==> config.mk <==
export PLATFORM = sky130hd
export DESIGN_NAME = hcrb_top
export DESIGN_NICKNAME = d
export VERILOG_FILES = /design/src/include/hcrb_pkg.sv /design/src/include/hcrb_ld_if.sv /design/src/hcrb_loader.sv /design/src/hcrb_top.sv
export VERILOG_INCLUDE_DIRS = /design/src /design/src/include
export SDC_FILE = /design/constraint.sdc
export NUM_CORES = 1
export LEC_CHECK = 0
export BUFFER_PORTS_ARGS = -buffer_cell sky130_fd_sc_hd__buf_2
export CELL_PAD_IN_SITES_DETAIL_PLACEMENT = 0
export CELL_PAD_IN_SITES_GLOBAL_PLACEMENT = 1
export CORE_ASPECT_RATIO = 1.2
export CORE_MARGIN = 1
export CORE_UTILIZATION = 40
export CTS_BUF_LIST = sky130_fd_sc_hd__clkbuf_8 sky130_fd_sc_hd__clkbuf_16
export CTS_CLUSTER_SIZE = 14
export DETAILED_ROUTE_END_ITERATION = 6
export GPL_ROUTABILITY_DRIVEN = 0
export PLACE_DENSITY_LB_ADDON = 0.08
export REMOVE_ABC_BUFFERS = 1
export SETUP_SLACK_MARGIN = 0.2
export SYNTH_ARGS = -nofsm -noshare
export SYNTH_HDL_FRONTEND = slang
export SYNTH_SLANG_ARGS = --single-unit
==> constraint.sdc <==
create_clock -name ref_clk -period 5.8 [get_ports ref_clk]
set_input_delay 0.58 -clock ref_clk [delete_from_list [all_inputs] [get_ports ref_clk]]
set_output_delay 0.58 -clock ref_clk [all_outputs]
set_load 0.005 [all_outputs]
==> src/include/hcrb_cfg.svh <==
/*
 Constants of the host configuration register bank: offsets, banks, bit
 positions, reset values and serial memory timing.
 Assumes a 20 MHz ref_clk and a 16-bit word-wide host bus.
*/
`ifndef HCRB_CFG_SVH
`define HCRB_CFG_SVH

`define HCRB_OFF_BANKSEL 4'hE
`define HCRB_OFF_W0 4'h0
`define HCRB_OFF_W1 4'h2
`define HCRB_OFF_W2 4'h4
`define HCRB_OFF_W3 4'h6

`define HCRB_BANK_BASE 6'h00
`define HCRB_BANK_MAC 6'h02
`define HCRB_BANK_CTL 6'h03

`define HCRB_BAR_RESET 11'h018
`define HCRB_SPEED_RESET 2'h0
`define HCRB_SPEED_SLOW 2'h3
`define HCRB_CFG_SPEED_BIT 1

`define HCRB_SWEN_BIT 4
`define HCRB_DIN_BIT 3
`define HCRB_DO_BIT 2
`define HCRB_SK_BIT 1
`define HCRB_CS_BIT 0

`define HCRB_TX_DONE_BIT 12
`define HCRB_TX_FAIL_BIT 11
`define HCRB_RX_DONE_BIT 4
`define HCRB_RX_FAIL_BIT 3
`define HCRB_SRST_BIT 0

`define HCRB_EE_ADDR_BAR 6'h00
`define HCRB_EE_ADDR_MACL 6'h01
`define HCRB_EE_ADDR_MACM 6'h02
`define HCRB_EE_ADDR_MACH 6'h03
`define HCRB_EE_ADDR_PARM 6'h06
`define HCRB_EE_LAST_IDX 3'h4
`define HCRB_EE_READ_CMD 3'h6
`define HCRB_EE_TOTAL_RISES 5'h1A
`define HCRB_STRAP_WAIT 2'h3

`define HCRB_CLK_PERIOD_NS 50
`define HCRB_SK_HALF_NS 500
`define HCRB_SK_HALF_CYC ((`HCRB_SK_HALF_NS + `HCRB_CLK_PERIOD_NS - 1) / `HCRB_CLK_PERIOD_NS)

`endif

==> src/include/hcrb_pkg.sv <==
/*
 Types of the host configuration register bank: phases and state records.
 Assumes hcrb_cfg.svh is on the include path.
*/
package hcrb_pkg;

    typedef enum logic [1:0] {T_BOOT, T_LOAD, T_RUN} hcrb_top_phase_t;
    typedef enum logic [1:0] {L_IDLE, L_RUN, L_GAP} hcrb_ld_phase_t;

    typedef struct packed {
        hcrb_top_phase_t phase;
        logic [1:0] boot_cnt;
        logic [5:0] bank;
        logic [7:0] bar_hi;
        logic [2:0] bar_lo;
        logic [15:0] mac_lo;
        logic [15:0] mac_mid;
        logic [15:0] mac_hi;
        logic [1:0] speed;
        logic sw_en;
        logic [2:0] sw_bits;
        logic soft_rst;
        logic [3:0] st_bits;
        logic di_s1;
        logic di_s2;
        logic strap_s1;
        logic strap_s2;
        logic pin_sk;
        logic pin_cs;
        logic pin_do;
        logic ld_start;
        logic loading;
        logic [15:0] rdata;
        logic rvalid;
    } hcrb_top_state_t;

    typedef struct packed {
        hcrb_ld_phase_t phase;
        logic busy;
        logic [2:0] idx;
        logic [4:0] div;
        logic [4:0] rises;
        logic [8:0] cmd;
        logic [15:0] rx;
        logic sk;
        logic cs;
        logic dout;
        logic word_valid;
        logic [15:0] word;
    } hcrb_ld_state_t;

endpackage : hcrb_pkg

==> src/include/hcrb_ld_if.sv <==
/*
 Link between the register bank and its serial memory loader.
 Assumes both ends share ref_clk.
*/
`timescale 1ns/100ps
interface hcrb_ld_if;
    logic start;
    logic din;
    logic busy;
    logic word_valid;
    logic [2:0] word_idx;
    logic [15:0] word;
    logic sk;
    logic cs;
    logic dout;

    modport loader (input start, input din, output busy, output word_valid,
        output word_idx, output word, output sk, output cs, output dout);
    modport owner (output start, output din, input busy, input word_valid,
        input word_idx, input word, input sk, input cs, input dout);
endinterface : hcrb_ld_if

==> src/hcrb_loader.sv <==
/*
 Serial configuration memory loader: reads words 0x0..0x3 and 0x6 with
 three-wire read commands, one word per chip-select frame.
 Assumes din is already synchronised to ref_clk.
*/
`timescale 1ns/100ps
`include "hcrb_cfg.svh"
module hcrb_loader import hcrb_pkg::*; (
    // clock and control
    input wire logic ref_clk,
    input wire logic srst,
    input wire logic ce,
    // link to register bank
    hcrb_ld_if.loader lp
);
    hcrb_ld_state_t st;
    hcrb_ld_state_t next_st;

    function automatic logic [5:0] ee_addr(input logic [2:0] idx);
        case (idx)
            3'h0: ee_addr = `HCRB_EE_ADDR_BAR;
            3'h1: ee_addr = `HCRB_EE_ADDR_MACL;
            3'h2: ee_addr = `HCRB_EE_ADDR_MACM;
            3'h3: ee_addr = `HCRB_EE_ADDR_MACH;
            default: ee_addr = `HCRB_EE_ADDR_PARM;
        endcase
    endfunction : ee_addr

    localparam logic [4:0] HALF_LAST = 5'(`HCRB_SK_HALF_CYC - 1);

    always_comb begin
        next_st = st;
        next_st.word_valid = 1'b0;
        case (st.phase)
            L_IDLE: begin
                if (lp.start) begin
                    next_st.phase = L_RUN;
                    next_st.busy = 1'b1;
                    next_st.idx = 3'h0;
                    next_st.cs = 1'b1;
                    next_st.sk = 1'b0;
                    next_st.div = 5'h0;
                    next_st.rises = 5'h0;
                    next_st.cmd = {`HCRB_EE_READ_CMD, ee_addr(3'h0)};
                    next_st.dout = 1'(`HCRB_EE_READ_CMD >> 2);
                end
            end
            L_RUN: begin
                if (st.div == HALF_LAST) begin
                    next_st.div = 5'h0;
                    if (!st.sk) begin
                        // memory presents data before the rising edge
                        next_st.sk = 1'b1;
                        next_st.rx = {st.rx[14:0], lp.din};
                        next_st.rises = st.rises + 5'h1;
                    end else begin
                        next_st.sk = 1'b0;
                        if (st.rises == `HCRB_EE_TOTAL_RISES) begin
                            next_st.cs = 1'b0;
                            next_st.dout = 1'b0;
                            next_st.word = st.rx;
                            next_st.word_valid = 1'b1;
                            next_st.phase = L_GAP;
                        end else begin
                            next_st.dout = st.cmd[7];
                            next_st.cmd = {st.cmd[7:0], 1'b0};
                        end
                    end
                end else begin
                    next_st.div = st.div + 5'h1;
                end
            end
            L_GAP: begin
                // chip select low for one half period between words
                if (st.div == HALF_LAST) begin
                    next_st.div = 5'h0;
                    if (st.idx == `HCRB_EE_LAST_IDX) begin
                        next_st.phase = L_IDLE;
                        next_st.busy = 1'b0;
                    end else begin
                        next_st.idx = st.idx + 3'h1;
                        next_st.phase = L_RUN;
                        next_st.cs = 1'b1;
                        next_st.rises = 5'h0;
                        next_st.cmd = {`HCRB_EE_READ_CMD, ee_addr(st.idx + 3'h1)};
                        next_st.dout = 1'(`HCRB_EE_READ_CMD >> 2);
                    end
                end else begin
                    next_st.div = st.div + 5'h1;
                end
            end
            default: next_st.phase = L_IDLE;
        endcase
    end

    always_ff @(posedge ref_clk) begin
        if (srst) begin
            st <= '0;
        end else if (ce) begin
            st <= next_st;
        end
    end

    assign lp.busy = st.busy;
    assign lp.word_valid = st.word_valid;
    assign lp.word_idx = st.idx;
    assign lp.word = st.word;
    assign lp.sk = st.sk;
    assign lp.cs = st.cs;
    assign lp.dout = st.dout;
endmodule : hcrb_loader

==> src/hcrb_top.sv <==
/*
 Host configuration register bank: base address, station address words,
 bank select, internal bus speed, serial memory control, self-test
 status and soft reset.
 Assumes the host bus strobes are synchronous to ref_clk and last one
 cycle; memory pins and the strap come from outside and are synchronised.
*/
`timescale 1ns/100ps
`include "hcrb_cfg.svh"
module hcrb_top import hcrb_pkg::*; (
    // clock, reset, enable
    input wire logic ref_clk,
    input wire logic srst,
    input wire logic ce,
    // host bus
    input wire logic [15:0] host_addr,
    input wire logic host_wr,
    input wire logic host_rd,
    input wire logic [15:0] host_wdata,
    output logic [15:0] host_rdata,
    output logic host_rdata_valid,
    // serial configuration memory
    input wire logic memory_enable_strap,
    input wire logic memory_serial_in_pin,
    output logic memory_serial_out_pin,
    output logic memory_serial_clock_pin,
    output logic memory_chip_select_pin,
    // self-test results from the memories
    input wire logic tx_selftest_done,
    input wire logic tx_selftest_failed,
    input wire logic rx_selftest_done,
    input wire logic rx_selftest_failed,
    // to the core
    output logic soft_reset_active,
    output logic [1:0] bus_speed_select,
    output logic [47:0] station_addr,
    output logic config_load_busy
);
    hcrb_top_state_t st;
    hcrb_top_state_t next_st;
    hcrb_ld_if ld ();

    hcrb_loader u_loader (
        .ref_clk(ref_clk),
        .srst(srst),
        .ce(ce),
        .lp(ld.loader)
    );

    function automatic logic reg_hit(input logic [5:0] bank, input logic [3:0] off,
            input logic [5:0] want_bank, input logic [3:0] want_off);
        reg_hit = (bank == want_bank) && (off == want_off);
    endfunction : reg_hit

    function automatic logic [15:0] read_word(input hcrb_top_state_t s,
            input logic [3:0] off);
        logic [15:0] v;
        v = 16'h0000;
        if (off == `HCRB_OFF_BANKSEL) begin
            v[5:0] = s.bank;
        end else if (reg_hit(s.bank, off, `HCRB_BANK_BASE, `HCRB_OFF_W0)) begin
            v = {s.bar_hi, s.bar_lo, 5'h00};
        end else if (reg_hit(s.bank, off, `HCRB_BANK_MAC, `HCRB_OFF_W0)) begin
            v = s.mac_lo;
        end else if (reg_hit(s.bank, off, `HCRB_BANK_MAC, `HCRB_OFF_W1)) begin
            v = s.mac_mid;
        end else if (reg_hit(s.bank, off, `HCRB_BANK_MAC, `HCRB_OFF_W2)) begin
            v = s.mac_hi;
        end else if (reg_hit(s.bank, off, `HCRB_BANK_CTL, `HCRB_OFF_W0)) begin
            v[1:0] = s.speed;
        end else if (reg_hit(s.bank, off, `HCRB_BANK_CTL, `HCRB_OFF_W1)) begin
            v[`HCRB_SWEN_BIT] = s.sw_en;
            v[`HCRB_DIN_BIT] = s.di_s2;
            v[`HCRB_DO_BIT] = s.sw_bits[2];
            v[`HCRB_SK_BIT] = s.sw_bits[1];
            v[`HCRB_CS_BIT] = s.sw_bits[0];
        end else if (reg_hit(s.bank, off, `HCRB_BANK_CTL, `HCRB_OFF_W2)) begin
            v[`HCRB_TX_DONE_BIT] = s.st_bits[3];
            v[`HCRB_TX_FAIL_BIT] = s.st_bits[2];
            v[`HCRB_RX_DONE_BIT] = s.st_bits[1];
            v[`HCRB_RX_FAIL_BIT] = s.st_bits[0];
        end else if (reg_hit(s.bank, off, `HCRB_BANK_CTL, `HCRB_OFF_W3)) begin
            v[`HCRB_SRST_BIT] = s.soft_rst;
        end
        // unmapped offsets and reserved bits stay zero
        read_word = v;
    endfunction : read_word

    logic sel;
    logic [3:0] off;

    assign sel = (host_addr[15:8] == st.bar_hi) && (host_addr[7:5] == st.bar_lo);
    assign off = host_addr[3:0];
    assign ld.start = st.ld_start;
    assign ld.din = st.di_s2;

    always_comb begin
        next_st = st;
        next_st.rvalid = 1'b0;
        next_st.ld_start = 1'b0;

        // pins from outside the clock domain
        next_st.di_s1 = memory_serial_in_pin;
        next_st.di_s2 = st.di_s1;
        next_st.strap_s1 = memory_enable_strap;
        next_st.strap_s2 = st.strap_s1;

        // self-test flags are live levels from the memories
        next_st.st_bits = {tx_selftest_done, tx_selftest_failed,
            rx_selftest_done, rx_selftest_failed};

        case (st.phase)
            T_BOOT: begin
                // wait for the strap to clear its synchroniser
                if (st.boot_cnt == `HCRB_STRAP_WAIT) begin
                    if (st.strap_s2) begin
                        next_st.phase = T_LOAD;
                        next_st.ld_start = 1'b1;
                        next_st.loading = 1'b1;
                    end else begin
                        // reset values already give base 0x300 and speed 00
                        next_st.phase = T_RUN;
                    end
                end else begin
                    next_st.boot_cnt = st.boot_cnt + 2'h1;
                end
            end
            T_LOAD: begin
                if (!st.ld_start && !ld.busy) begin
                    next_st.phase = T_RUN;
                    next_st.loading = 1'b0;
                end
            end
            T_RUN: next_st.phase = T_RUN;
            default: next_st.phase = T_BOOT;
        endcase

        // host writes; later loader words below override on a clash
        if (sel && host_wr) begin
            if (off == `HCRB_OFF_BANKSEL) begin
                next_st.bank = host_wdata[5:0];
            end
            if (reg_hit(st.bank, off, `HCRB_BANK_BASE, `HCRB_OFF_W0)) begin
                next_st.bar_hi = host_wdata[15:8];
                next_st.bar_lo = host_wdata[7:5];
            end
            if (reg_hit(st.bank, off, `HCRB_BANK_MAC, `HCRB_OFF_W0)) begin
                next_st.mac_lo = host_wdata;
            end
            if (reg_hit(st.bank, off, `HCRB_BANK_MAC, `HCRB_OFF_W1)) begin
                next_st.mac_mid = host_wdata;
            end
            if (reg_hit(st.bank, off, `HCRB_BANK_MAC, `HCRB_OFF_W2)) begin
                next_st.mac_hi = host_wdata;
            end
            if (reg_hit(st.bank, off, `HCRB_BANK_CTL, `HCRB_OFF_W0)) begin
                next_st.speed = host_wdata[1:0];
            end
            if (reg_hit(st.bank, off, `HCRB_BANK_CTL, `HCRB_OFF_W1)) begin
                next_st.sw_en = host_wdata[`HCRB_SWEN_BIT];
                next_st.sw_bits = {host_wdata[`HCRB_DO_BIT],
                    host_wdata[`HCRB_SK_BIT], host_wdata[`HCRB_CS_BIT]};
            end
            if (reg_hit(st.bank, off, `HCRB_BANK_CTL, `HCRB_OFF_W3)) begin
                next_st.soft_rst = host_wdata[`HCRB_SRST_BIT];
            end
        end

        if (sel && host_rd) begin
            next_st.rvalid = 1'b1;
            next_st.rdata = read_word(st, off);
        end

        // words arriving from the serial memory
        if (ld.word_valid) begin
            case (ld.word_idx)
                3'h0: begin
                    next_st.bar_hi = ld.word[15:8];
                    next_st.bar_lo = ld.word[7:5];
                end
                3'h1: next_st.mac_lo = ld.word;
                3'h2: next_st.mac_mid = ld.word;
                3'h3: next_st.mac_hi = ld.word;
                default: begin
                    next_st.speed = ld.word[`HCRB_CFG_SPEED_BIT] ?
                        `HCRB_SPEED_SLOW : `HCRB_SPEED_RESET;
                end
            endcase
        end

        // pin owner follows the enable bit; one register stage to the pad
        if (st.sw_en) begin
            next_st.pin_do = st.sw_bits[2];
            next_st.pin_sk = st.sw_bits[1];
            next_st.pin_cs = st.sw_bits[0];
        end else begin
            // software bits are held but do not reach the pins
            next_st.pin_do = ld.dout;
            next_st.pin_sk = ld.sk;
            next_st.pin_cs = ld.cs;
        end
    end

    always_ff @(posedge ref_clk) begin
        if (srst) begin
            st <= '0;
            st.phase <= T_BOOT;
            {st.bar_hi, st.bar_lo} <= `HCRB_BAR_RESET;
            st.speed <= `HCRB_SPEED_RESET;
        end else if (ce) begin
            st <= next_st;
        end
    end

    // soft reset goes to the core only; this bank keeps its contents
    assign soft_reset_active = st.soft_rst;
    assign bus_speed_select = st.speed;
    assign station_addr = {st.mac_hi, st.mac_mid, st.mac_lo};
    assign config_load_busy = st.loading;
    assign host_rdata = st.rdata;
    assign host_rdata_valid = st.rvalid;
    assign memory_serial_out_pin = st.pin_do;
    assign memory_serial_clock_pin = st.pin_sk;
    assign memory_chip_select_pin = st.pin_cs;
endmodule : hcrb_top

==> results of run 1 <==
per-layer routing:
layer	vias up	part of all wire [%]	GRT usage [%]
met4	0	1.5	6.727
met1	4515	46	33.70
met2	246	48	43.71
met3	32	4.5	3.896
li1	4562	-	-
met5	-	0	0
worst max path at each step:
stage,end,slack [ns],start,cells after the start
2_1_floorplan,u_loader.lp.word[0],2.11,u_loader.st[50],6
3_3_place_gp,st[93],2.54,host_addr[1],7
3_5_place_dp,st[86],2.48,host_addr[1],7
4_1_cts,station_addr[34],2.89,st[89],6
5_1_grt,station_addr[25],2.79,u_loader.lp.word_idx[0],6
6_report,st[86],2.94,host_addr[1],7
cell families after synthesis:
family          synth area share, %
simple gates                  24.82
fa+ha+maj                     2.497
mux                           6.516
buf+inv                       10.01
xor+xnor                      1.535
compound gates                21.47
flops                         33.15
placed cells by master, fill, tap and decap left out, drive strengths merged, types with 26 or more instances in the layout:
cell type / Yosys / final
dfxtp: 166 / 166
nand2: 149 / 149
nor2: 130 / 130
buf: 85 / 129
a21oi: 108 / 108
nand3: 58 / 58
mux2i: 45 / 45
o211ai: 44 / 44
a31oi: 41 / 41
nor3: 33 / 33
inv: 24 / 32
or4: 27 / 27
o21ai: 26 / 26
worst min-delay path: stages:
cell and delay (ns):
buf_2 0.07, mux2i_1 0.05, nor2_1 0.07
per-stage QoR:
stage	util [%]	power, mW	hold slack, ns	worst slack [ns]
2_1_floorplan	-	1.241	0.4260	2.107
3_3_place_gp	41.49	1.333	0.4411	2.545
3_5_place_dp	41.49	1.334	0.4433	2.480
4_1_cts	43.73	2.444	0.3691	2.890
5_1_grt	43.73	2.503	0.3777	2.794
6_report	43.73	2.416	0.3799	2.936
power by group through the flow:
stage               clock [mW]  sequential, mW  combinational, mW
finish                    1.11            1.15              0.159
global route              1.18            1.15              0.174
CTS                       1.14            1.15              0.158
detailed placement           0            1.18              0.158
global placement             0            1.18              0.158
floorplan                    0            1.17             0.0665
state kept, by name, indices dropped and copies added, names as in the netlist, 2 cells and up:
signal and cells:
station_addr 48, u_loader.st 36, st 30, host_rdata 16, u_loader.lp.word 16, u_loader.lp.word_idx 3
bus_speed_select 2, next_st 2
cell type report:
class / instances / share of cell area [%]
multi-input combinational: 931 / 52.91
tap: 325 / 3.769
clock inverter: 14 / 1.067
sequential: 166 / 30.80
timing repair buffer: 129 / 6.552
clock buffer: 18 / 4.070
inverter: 24 / 0.8349
==> results.py, run 1 <==
metrics = {
    "sta": {
        "rsz0062_at_grt": "no",
        "period_needed_ns": 2.864,
        "fin_skew_ns": 0.01243,
        "finalCritPeriodShare_pct": 49.37,
        "slew_violations": 0,
        "maxSlewHeadroom_pct": 19.90,
        "worst_pin_slew_ns": 1.200,
        "finalHoldViolations": 0,
        "setup_viol": 0,
        "tns_ns": 0,
        "timing.fmax_mhz": 349.2,
    },
    "placed_design": {
        "hpwlAfterDp_microns": 22070,
        "place.port_buffers": 113,
        "placed_area_sq_mm": 0.01024,
        "dp_cells": 1575,
    },
    "floorplan": {
        "initial_utilization_pct": 40.63,
        "ios": 115,
        "std_cell_rows": 63,
        "die_h_microns": 175.4,
        "dieWidth_microns": 146.5,
        "core_area_sq_mm": 0.02467,
        "dieArea_sq_mm": 0.02570,
    },
    "detailed_routing": {
        "drt-total-wl_microns": 32740,
        "drt-vias-per-instance": 5.821,
        "drtIter0Drc": 644,
        "avgRoutedWirePerCell_microns": 20.37,
        "dr.pass1.iters": 7,
        "vias": 9355,
        "drc": 2,
        "drtAntennaViolNets": 0,
    },
    "grt": {
        "grt-ovfl-total": 0,
        "grt_max_degree": 100,
        "grt_use_total_pct": 25.67,
        "grt_pass1_wl_microns": 51540,
        "grt_pass1_vias": 8789,
        "antenna_found_initial": 0,
    },
    "min_path": {
        "whs_path_depth": 3,
        "worstHoldStart": "rx_selftest_done",
        "holdCritPathClass": "input port to register",
        "holdPathEnd": "st[27]",
    },
    "status": {
        "failed_checks": "DRC",
        "outcome": "complete, but fails checks",
    },
    "pwr": {
        "seq_power_share_pct": 47.6,
        "irDropWorstVdd_uv": 193.3,
        "p_comb_share_pct": 6.6,
        "p_leak_nw": 3.761,
        "powerDensity_mw_per_mm2": 223.9,
        "p_int_mw": 1.769,
        "sw_frac_of_total_pct": 26.79,
        "power_switching_mw": 0.6471,
        "power.share.clock_pct": 45.8,
    },
    "cts": {
        "cts_resized": 0,
        "cts_tree": "yes",
        "clk_latency_ns": 0.43,
        "clock_sinks": 166,
        "hold_buffers": 0,
        "cts_setup_buffers": 0,
        "cts_buffers": 17,
        "cts_buffer_depth": 2,
        "clk_pin_slew_ns": 0.07,
        "htreeDepth": 4,
        "cts-root-buf": "clkbuf_16",
    },
    "setup_path": {
        "required_ns": 6.16,
        "r2r_cells": 6,
        "max_stage_delay_ns": 0.74,
        "reg2reg_from": "st[89]",
        "slowest_stage": "or4_1",
        "critical_path_class": "input port to register",
        "r2r_end": "station_addr[40]",
        "path_cells": "buf_2, buf_4, or4_1, nor2_4, nand2_1, or4_1, a31oi_1",
        "crit_top_cell": "or4_1",
        "start_kind": "input port",
        "cp.arrival_ns": 3.23,
        "crit_path_end_kind": "register",
        "regToRegSetupSlack_ns": 2.96,
        "crit_buf_inv": 2,
        "path_max_fanout": 34,
        "crit_family": "simple AND/OR/NAND/NOR gates",
    },
    "synth": {
        "synth_edf_count": 0,
        "ys_seq_elements": 166,
        "async_flop_share_pct": 0,
        "synthCells": 1295,
        "post-synth-top-count-cell": "dfxtp_1",
        "ys.flop_type": "dfxtp_1",
        "synthTopCellsByCount": "dfxtp_1, nand2_1, nor2_1",
        "synthDistinctLibCells": 65,
        "yosys_warnings": 0,
        "yosysTopAreaCellShare_pct": 33.15,
        "synthTopCellsByArea": "dfxtp_1, nand2_1, a21oi_1, buf_4, nor2_1",
        "ys_seq_area_share_pct": 33.15,
        "yosys.area.top_type": "dfxtp_1",
        "syn_area_sq_mm": 0.01002,
        "synth_area_per_cell_sq_um": 7.740,
    },
    "layout": {
        "instances_no_fill": 1607,
        "layout.nets": 1332,
        "seq_area_sq_mm": 0.003323,
        "antenna_cells": 0,
        "design_area_sq_mm": 0.01079,
        "multi_input_area_sq_mm": 0.005709,
        "syn2layout_area_growth_pct": 7.651,
        "fill_cells": 2602,
        "drive_above_1_share_pct": 15.99,
    },
    "job": {
        "cap_violations": 0,
    },
}
No activity file was read; power rests on OpenSTA's default activity.
==> inputs of run 2 (changes only) <==
- ABC_AREA: default -> 1
- clock period: 5.8 -> 2.85 ns (I/O delays scaled with it)
==> results.py, run 2 <==
metrics = {
    "status": {
        "outcome": "finished clean",
    },
    "floorplan": {
        "core_area_sq_mm": 0.02328,
        "std_cell_rows": 61,
        "die_h_microns": 171.3,
        "ios": 115,
        "dieArea_sq_mm": 0.02452,
        "initial_utilization_pct": 41.06,
        "dieWidth_microns": 143.1,
    },
    "synth": {
        "synthTopCellsByArea": "dfxtp_1, nand2_1, a21oi_1, buf_4, nand3_1",
        "synth_area_per_cell_sq_um": 6.727,
        "async_flop_share_pct": 0,
        "synthDistinctLibCells": 43,
        "synthTopCellsByCount": "nand2_1, a21oi_1, dfxtp_1",
        "syn_area_sq_mm": 0.009559,
        "post-synth-top-count-cell": "nand2_1",
        "yosysTopAreaCellShare_pct": 34.76,
        "synth_edf_count": 0,
        "yosys.area.top_type": "dfxtp_1",
        "ys_seq_area_share_pct": 34.76,
        "ys_seq_elements": 166,
        "yosys_warnings": 0,
        "synthCells": 1421,
        "ys.flop_type": "dfxtp_1",
    },
    "layout": {
        "multi_input_area_sq_mm": 0.004942,
        "largest_reg_flops": 48,
        "layout_common_cells": "nand2_1, a21oi_1, dfxtp_1",
        "syn2layout_area_growth_pct": 9.437,
        "fill_cells": 2520,
        "fin_util_pct": 44.94,
        "antenna_cells": 0,
        "drive_above_1_share_pct": 15.43,
        "seq_area_sq_mm": 0.003323,
        "layout_commonest_cell": "nand2_1",
        "layout.nets": 1503,
        "instances_no_fill": 1767,
        "design_area_sq_mm": 0.01046,
    },
    "detailed_routing": {
        "drt-total-wl_microns": 30570,
        "drtAntennaViolNets": 0,
        "dr.pass1.iters": 5,
        "avgRoutedWirePerCell_microns": 17.30,
        "drtIter0Drc": 629,
        "drc": 0,
        "vias": 9297,
        "drt-vias-per-instance": 5.261,
    },
    "sta": {
        "finalHoldViolations": 0,
        "finalCritPeriodShare_pct": 80.88,
        "tns_ns": 0,
        "maxSlewHeadroom_pct": 51.57,
        "hold_slack_ns": 0.06966,
        "timing.final.ws_setup_ns": 0.5448,
        "worst_pin_slew_ns": 0.7256,
        "fin_skew_ns": 0.01389,
        "timing.fmax_mhz": 433.8,
        "setup_viol": 0,
        "rsz0062_at_grt": "no",
        "slew_violations": 0,
        "period_needed_ns": 2.305,
    },
    "grt": {
        "grt_max_degree": 68,
        "grt_pass1_wl_microns": 47510,
        "grt_use_total_pct": 25.41,
        "antenna_found_initial": 0,
        "grt_pass1_vias": 8489,
        "grt-ovfl-total": 0,
    },
    "setup_path": {
        "reg2reg_from": "u_loader.st[59]",
        "r2r_cells": 10,
        "critical_path_class": "register to register",
        "start_kind": "register",
        "crit_path_end_kind": "register",
        "required_ns": 3.16,
        "path_max_fanout": 8,
        "cp.arrival_ns": 2.61,
        "regToRegSetupSlack_ns": 0.54,
        "r2r_end": "u_loader.st[47]",
    },
    "placed_design": {
        "dpl_worst_slack_ns": 0.5202,
        "hpwlAfterDp_microns": 21210,
        "place.port_buffers": 113,
        "dp_cells": 1736,
        "placed_area_sq_mm": 0.009899,
    },
    "pwr": {
        "p_leak_nw": 4.532,
        "power_mw": 5.459,
        "irDropWorstVdd_uv": 418.4,
        "powerDensity_mw_per_mm2": 521.8,
    },
    "cts": {
        "cts-root-buf": "clkbuf_16",
        "clk_pin_slew_ns": 0.07,
        "cts_resized": 0,
        "cts_buffers": 17,
        "clock_sinks": 166,
        "htreeDepth": 4,
        "clk_latency_ns": 0.44,
        "cts_tree": "yes",
        "cts_buffer_depth": 2,
        "cts_setup_buffers": 0,
        "hold_buffers": 0,
    },
    "min_path": {
        "whs_path_depth": 3,
        "holdCritPathClass": "input port to register",
        "holdPathEnd": "st[29]",
        "worstHoldStart": "tx_selftest_done",
    },
    "job": {
        "cap_violations": 0,
    },
}
==> run 2: area by class of cell <==
class / count / area share [%]
timing repair buffer: 147 / 7.989
clock inverter: 13 / 1.172
multi-input combinational: 1001 / 47.24
sequential: 166 / 31.77
clock buffer: 18 / 4.198
inverter: 107 / 3.863
tap: 315 / 3.767
==> run 2: routing by layer <==
layer / wire [microns] / global-route usage [%]
met4: 739 / 8.976
met5: 0 / 0
met3: 1560 / 4.621
met2: 14690 / 43.27
met1: 13580 / 31.90
==> run 2: kinds of logic (layout without fill, tap and decap cells) <==
family	Yosys count	after routing	synth area share, %
XOR/XNOR	9	9	0.8245
AO/OA/AOI/OAI	303	303	16.74
adder cells (fa/ha/maj)	20	20	2.618
AND/OR/NAND/NOR	669	669	31.52
flip-flops	166	166	34.76
buffers and inverters	254	285	13.53
==> run 2: worst max-delay path by stage <==
stage	start	to	slack (ns)	depth (start not counted)
CTS	u_loader.st[59]	u_loader.st[47]	0.53	10
finish	u_loader.st[59]	u_loader.st[47]	0.54	10
global placement	u_loader.st[59]	u_loader.st[47]	0.53	10
floorplan	u_loader.st[60]	u_loader.lp.word[0]	0.61	7
global route	u_loader.st[59]	u_loader.st[47]	0.33	10
detailed placement	u_loader.st[59]	u_loader.st[47]	0.52	10
==> run 2: critical path: stages (launching register included) <==
cell and delay (ns):
dfxtp_1 0.42, inv_1 0.10, ha_1 0.22, inv_1 0.10, o21ai_1 0.13, nor2_2 0.26
nand2_1 0.11, nor2_2 0.17, o21ai_2 0.17, o21ai_1 0.39, nor3b_1 0.11
==> run 2: power by group <==
part	internal, mW	switching [mW]	total, mW
Clock	1.23	1.04	2.27
Combinational	0.232	0.489	0.721
Sequential	2.40	0.0648	2.46
Total	3.87	1.59	5.46
==> inputs of run 3 (changes only) <==
- CORE_UTILIZATION: 40 -> 38
- clock period: 2.85 -> 2 ns (I/O delays scaled with it)
==> results.py, run 3 (synthesis results as in run 2) <==
metrics = {
    "cts": {
        "cts_buffer_depth": 2,
        "cts_buffers": 17,
        "clock_sinks": 166,
        "cts-root-buf": "clkbuf_16",
        "htreeDepth": 4,
        "cts_tree": "yes",
        "clk_pin_slew_ns": 0.07,
        "clk_latency_ns": 0.43,
    },
    "floorplan": {
        "dieWidth_microns": 146.8,
        "core_area_sq_mm": 0.02467,
        "die_h_microns": 175.7,
        "ios": 115,
        "initial_utilization_pct": 38.74,
        "std_cell_rows": 63,
        "dieArea_sq_mm": 0.02580,
    },
    "placed_design": {
        "place.port_buffers": 113,
        "dpl_worst_slack_ns": -0.01235,
        "hpwlAfterDp_microns": 22140,
        "placed_area_sq_mm": 0.01030,
    },
    "setup_path": {
        "path_max_fanout": 11,
        "reg2reg_from": "st[91]",
        "start_kind": "register",
        "startpoint": "st[91]",
        "required_ns": 2.35,
        "crit_path_end_kind": "register",
        "cp.arrival_ns": 2.23,
        "critical_path_class": "register to register",
    },
    "job": {
        "cap_violations": 0,
    },
    "sta": {
        "worst_pin_slew_ns": 0.5626,
        "tns_ns": 0,
        "rsz0062_at_grt": "yes",
        "maxSlewHeadroom_pct": 62.49,
        "slew_violations": 0,
        "period_needed_ns": 1.875,
        "timing.fmax_mhz": 533.3,
        "setup_viol": 0,
        "finalHoldViolations": 0,
        "hold_slack_ns": 0.05197,
        "fin_skew_ns": 0.01235,
        "timing.final.ws_setup_ns": 0.1250,
        "finalCritPeriodShare_pct": 93.75,
    },
    "grt": {
        "grt_pass1_wl_microns": 50280,
        "grt_max_degree": 91,
        "grt_use_met3_pct": 3.740,
        "grt_use_total_pct": 25.29,
        "use_met1_pct": 32.47,
        "antenna_found_initial": 0,
        "grt_pass1_vias": 8962,
        "top_usage_layer": "met2",
        "grt-ovfl-total": 0,
        "grt_util_met2_pct": 43.88,
    },
    "detailed_routing": {
        "drtIter0Drc": 657,
        "dr.pass1.iters": 5,
        "vias": 9708,
        "drc": 0,
        "drtAntennaViolNets": 0,
        "drt-vias-per-instance": 5.248,
        "avgRoutedWirePerCell_microns": 17.66,
        "drt-total-wl_microns": 32670,
    },
    "layout": {
        "layout_commonest_cell": "nand2_1",
        "design_area_sq_mm": 0.01185,
        "layout_common_cells": "nand2_1, a21oi_1, dfxtp_1",
        "largest_reg_flops": 48,
        "layout.nets": 1576,
        "antenna_cells": 0,
        "drive_above_1_share_pct": 26.03,
        "syn2layout_area_growth_pct": 23.94,
    },
    "pwr": {
        "power_mw": 8.054,
        "irDropWorstVdd_uv": 629.4,
        "p_leak_nw": 5.132,
        "powerDensity_mw_per_mm2": 679.8,
    },
    "min_path": {
        "worstHoldStart": "rx_selftest_failed",
        "holdCritPathClass": "input port to register",
    },
    "status": {
        "outcome": "finished clean",
    },
}
run 3: cell types whose count changed in the layout (fill, tap and decap cells not counted), sizes merged:
| cell | change |
|---|---|
| clkinv | -2 |
| clkinvlp | +5 |
| inv | -3 |
| buf | +69 |
| dlygate4sd3 | +4 |
run 3: worst paths after layout:
path                    end  slack (ns)  cells after the start
max reg2reg  host_rdata[13]        0.12                     12
max          host_rdata[13]        0.12                     12
min reg2reg   host_rdata[9]        0.46                      2
min                  st[26]        0.05                      3
run 3: layer usage:
metal	share of wire [%]	routed length, microns
met1	43	14200
met2	49	16100
met3	5.6	1826
met4	1.7	543
met5	0	0
run 3: power breakdown:
group          switching [mW]  leakage (nW)  internal, mW  total [mW]
clock                    1.44         0.265          1.73        3.18
sequential             0.0971          1.35          3.42        3.52
combinational           0.821          3.52         0.536        1.36
total                    2.36          5.13          5.69        8.05
run 3: through the flow:
| stage | instances | utilization [%] |
|---|---|---|
| 4_1_cts | 1837 | 45.53 |
| 3_5_place_dp | 1785 | 41.77 |
| 6_report | 1850 | 48.02 |
| 2_1_floorplan | 1274 | - |
| 5_1_grt | 1850 | 48.02 |
| 3_3_place_gp | 1785 | 41.77 |
run 3: area by class of cell:
type                    count  area [sq um]
fillers                  2597         12820
multi-input cells        1001          5453
flip-flops and latches    166          3346
repair buffers            220          1658
clock buffers              18         439.2
inverters                 107         435.4
well taps                 325         406.6
clock inverters            13         110.1
run 3: repair_timing:
action | 4_1_cts | 5_1_grt
pin swaps | 11 | 40
endpoints found under the setup margin | 129 | 137
hold endpoints to repair | 4 | 0
cloned | 1 | 0
hold buffers | 4 | 0
buffers inserted | 16 | 13
resized for setup | 58 | 135
run 3: critical path: stages, from the launching register on:
cell and delay (ns):
dfxtp_2 0.40, xnor2_2 0.13, nand2_1 0.11, inv_1 0.08
nand2_2 0.09, nor2_8 0.15, buf_8 0.13, buf_4 0.12
nand3_4 0.12, buf_8 0.19, nor2_1 0.09, nand2_1 0.06
a21oi_1 0.12
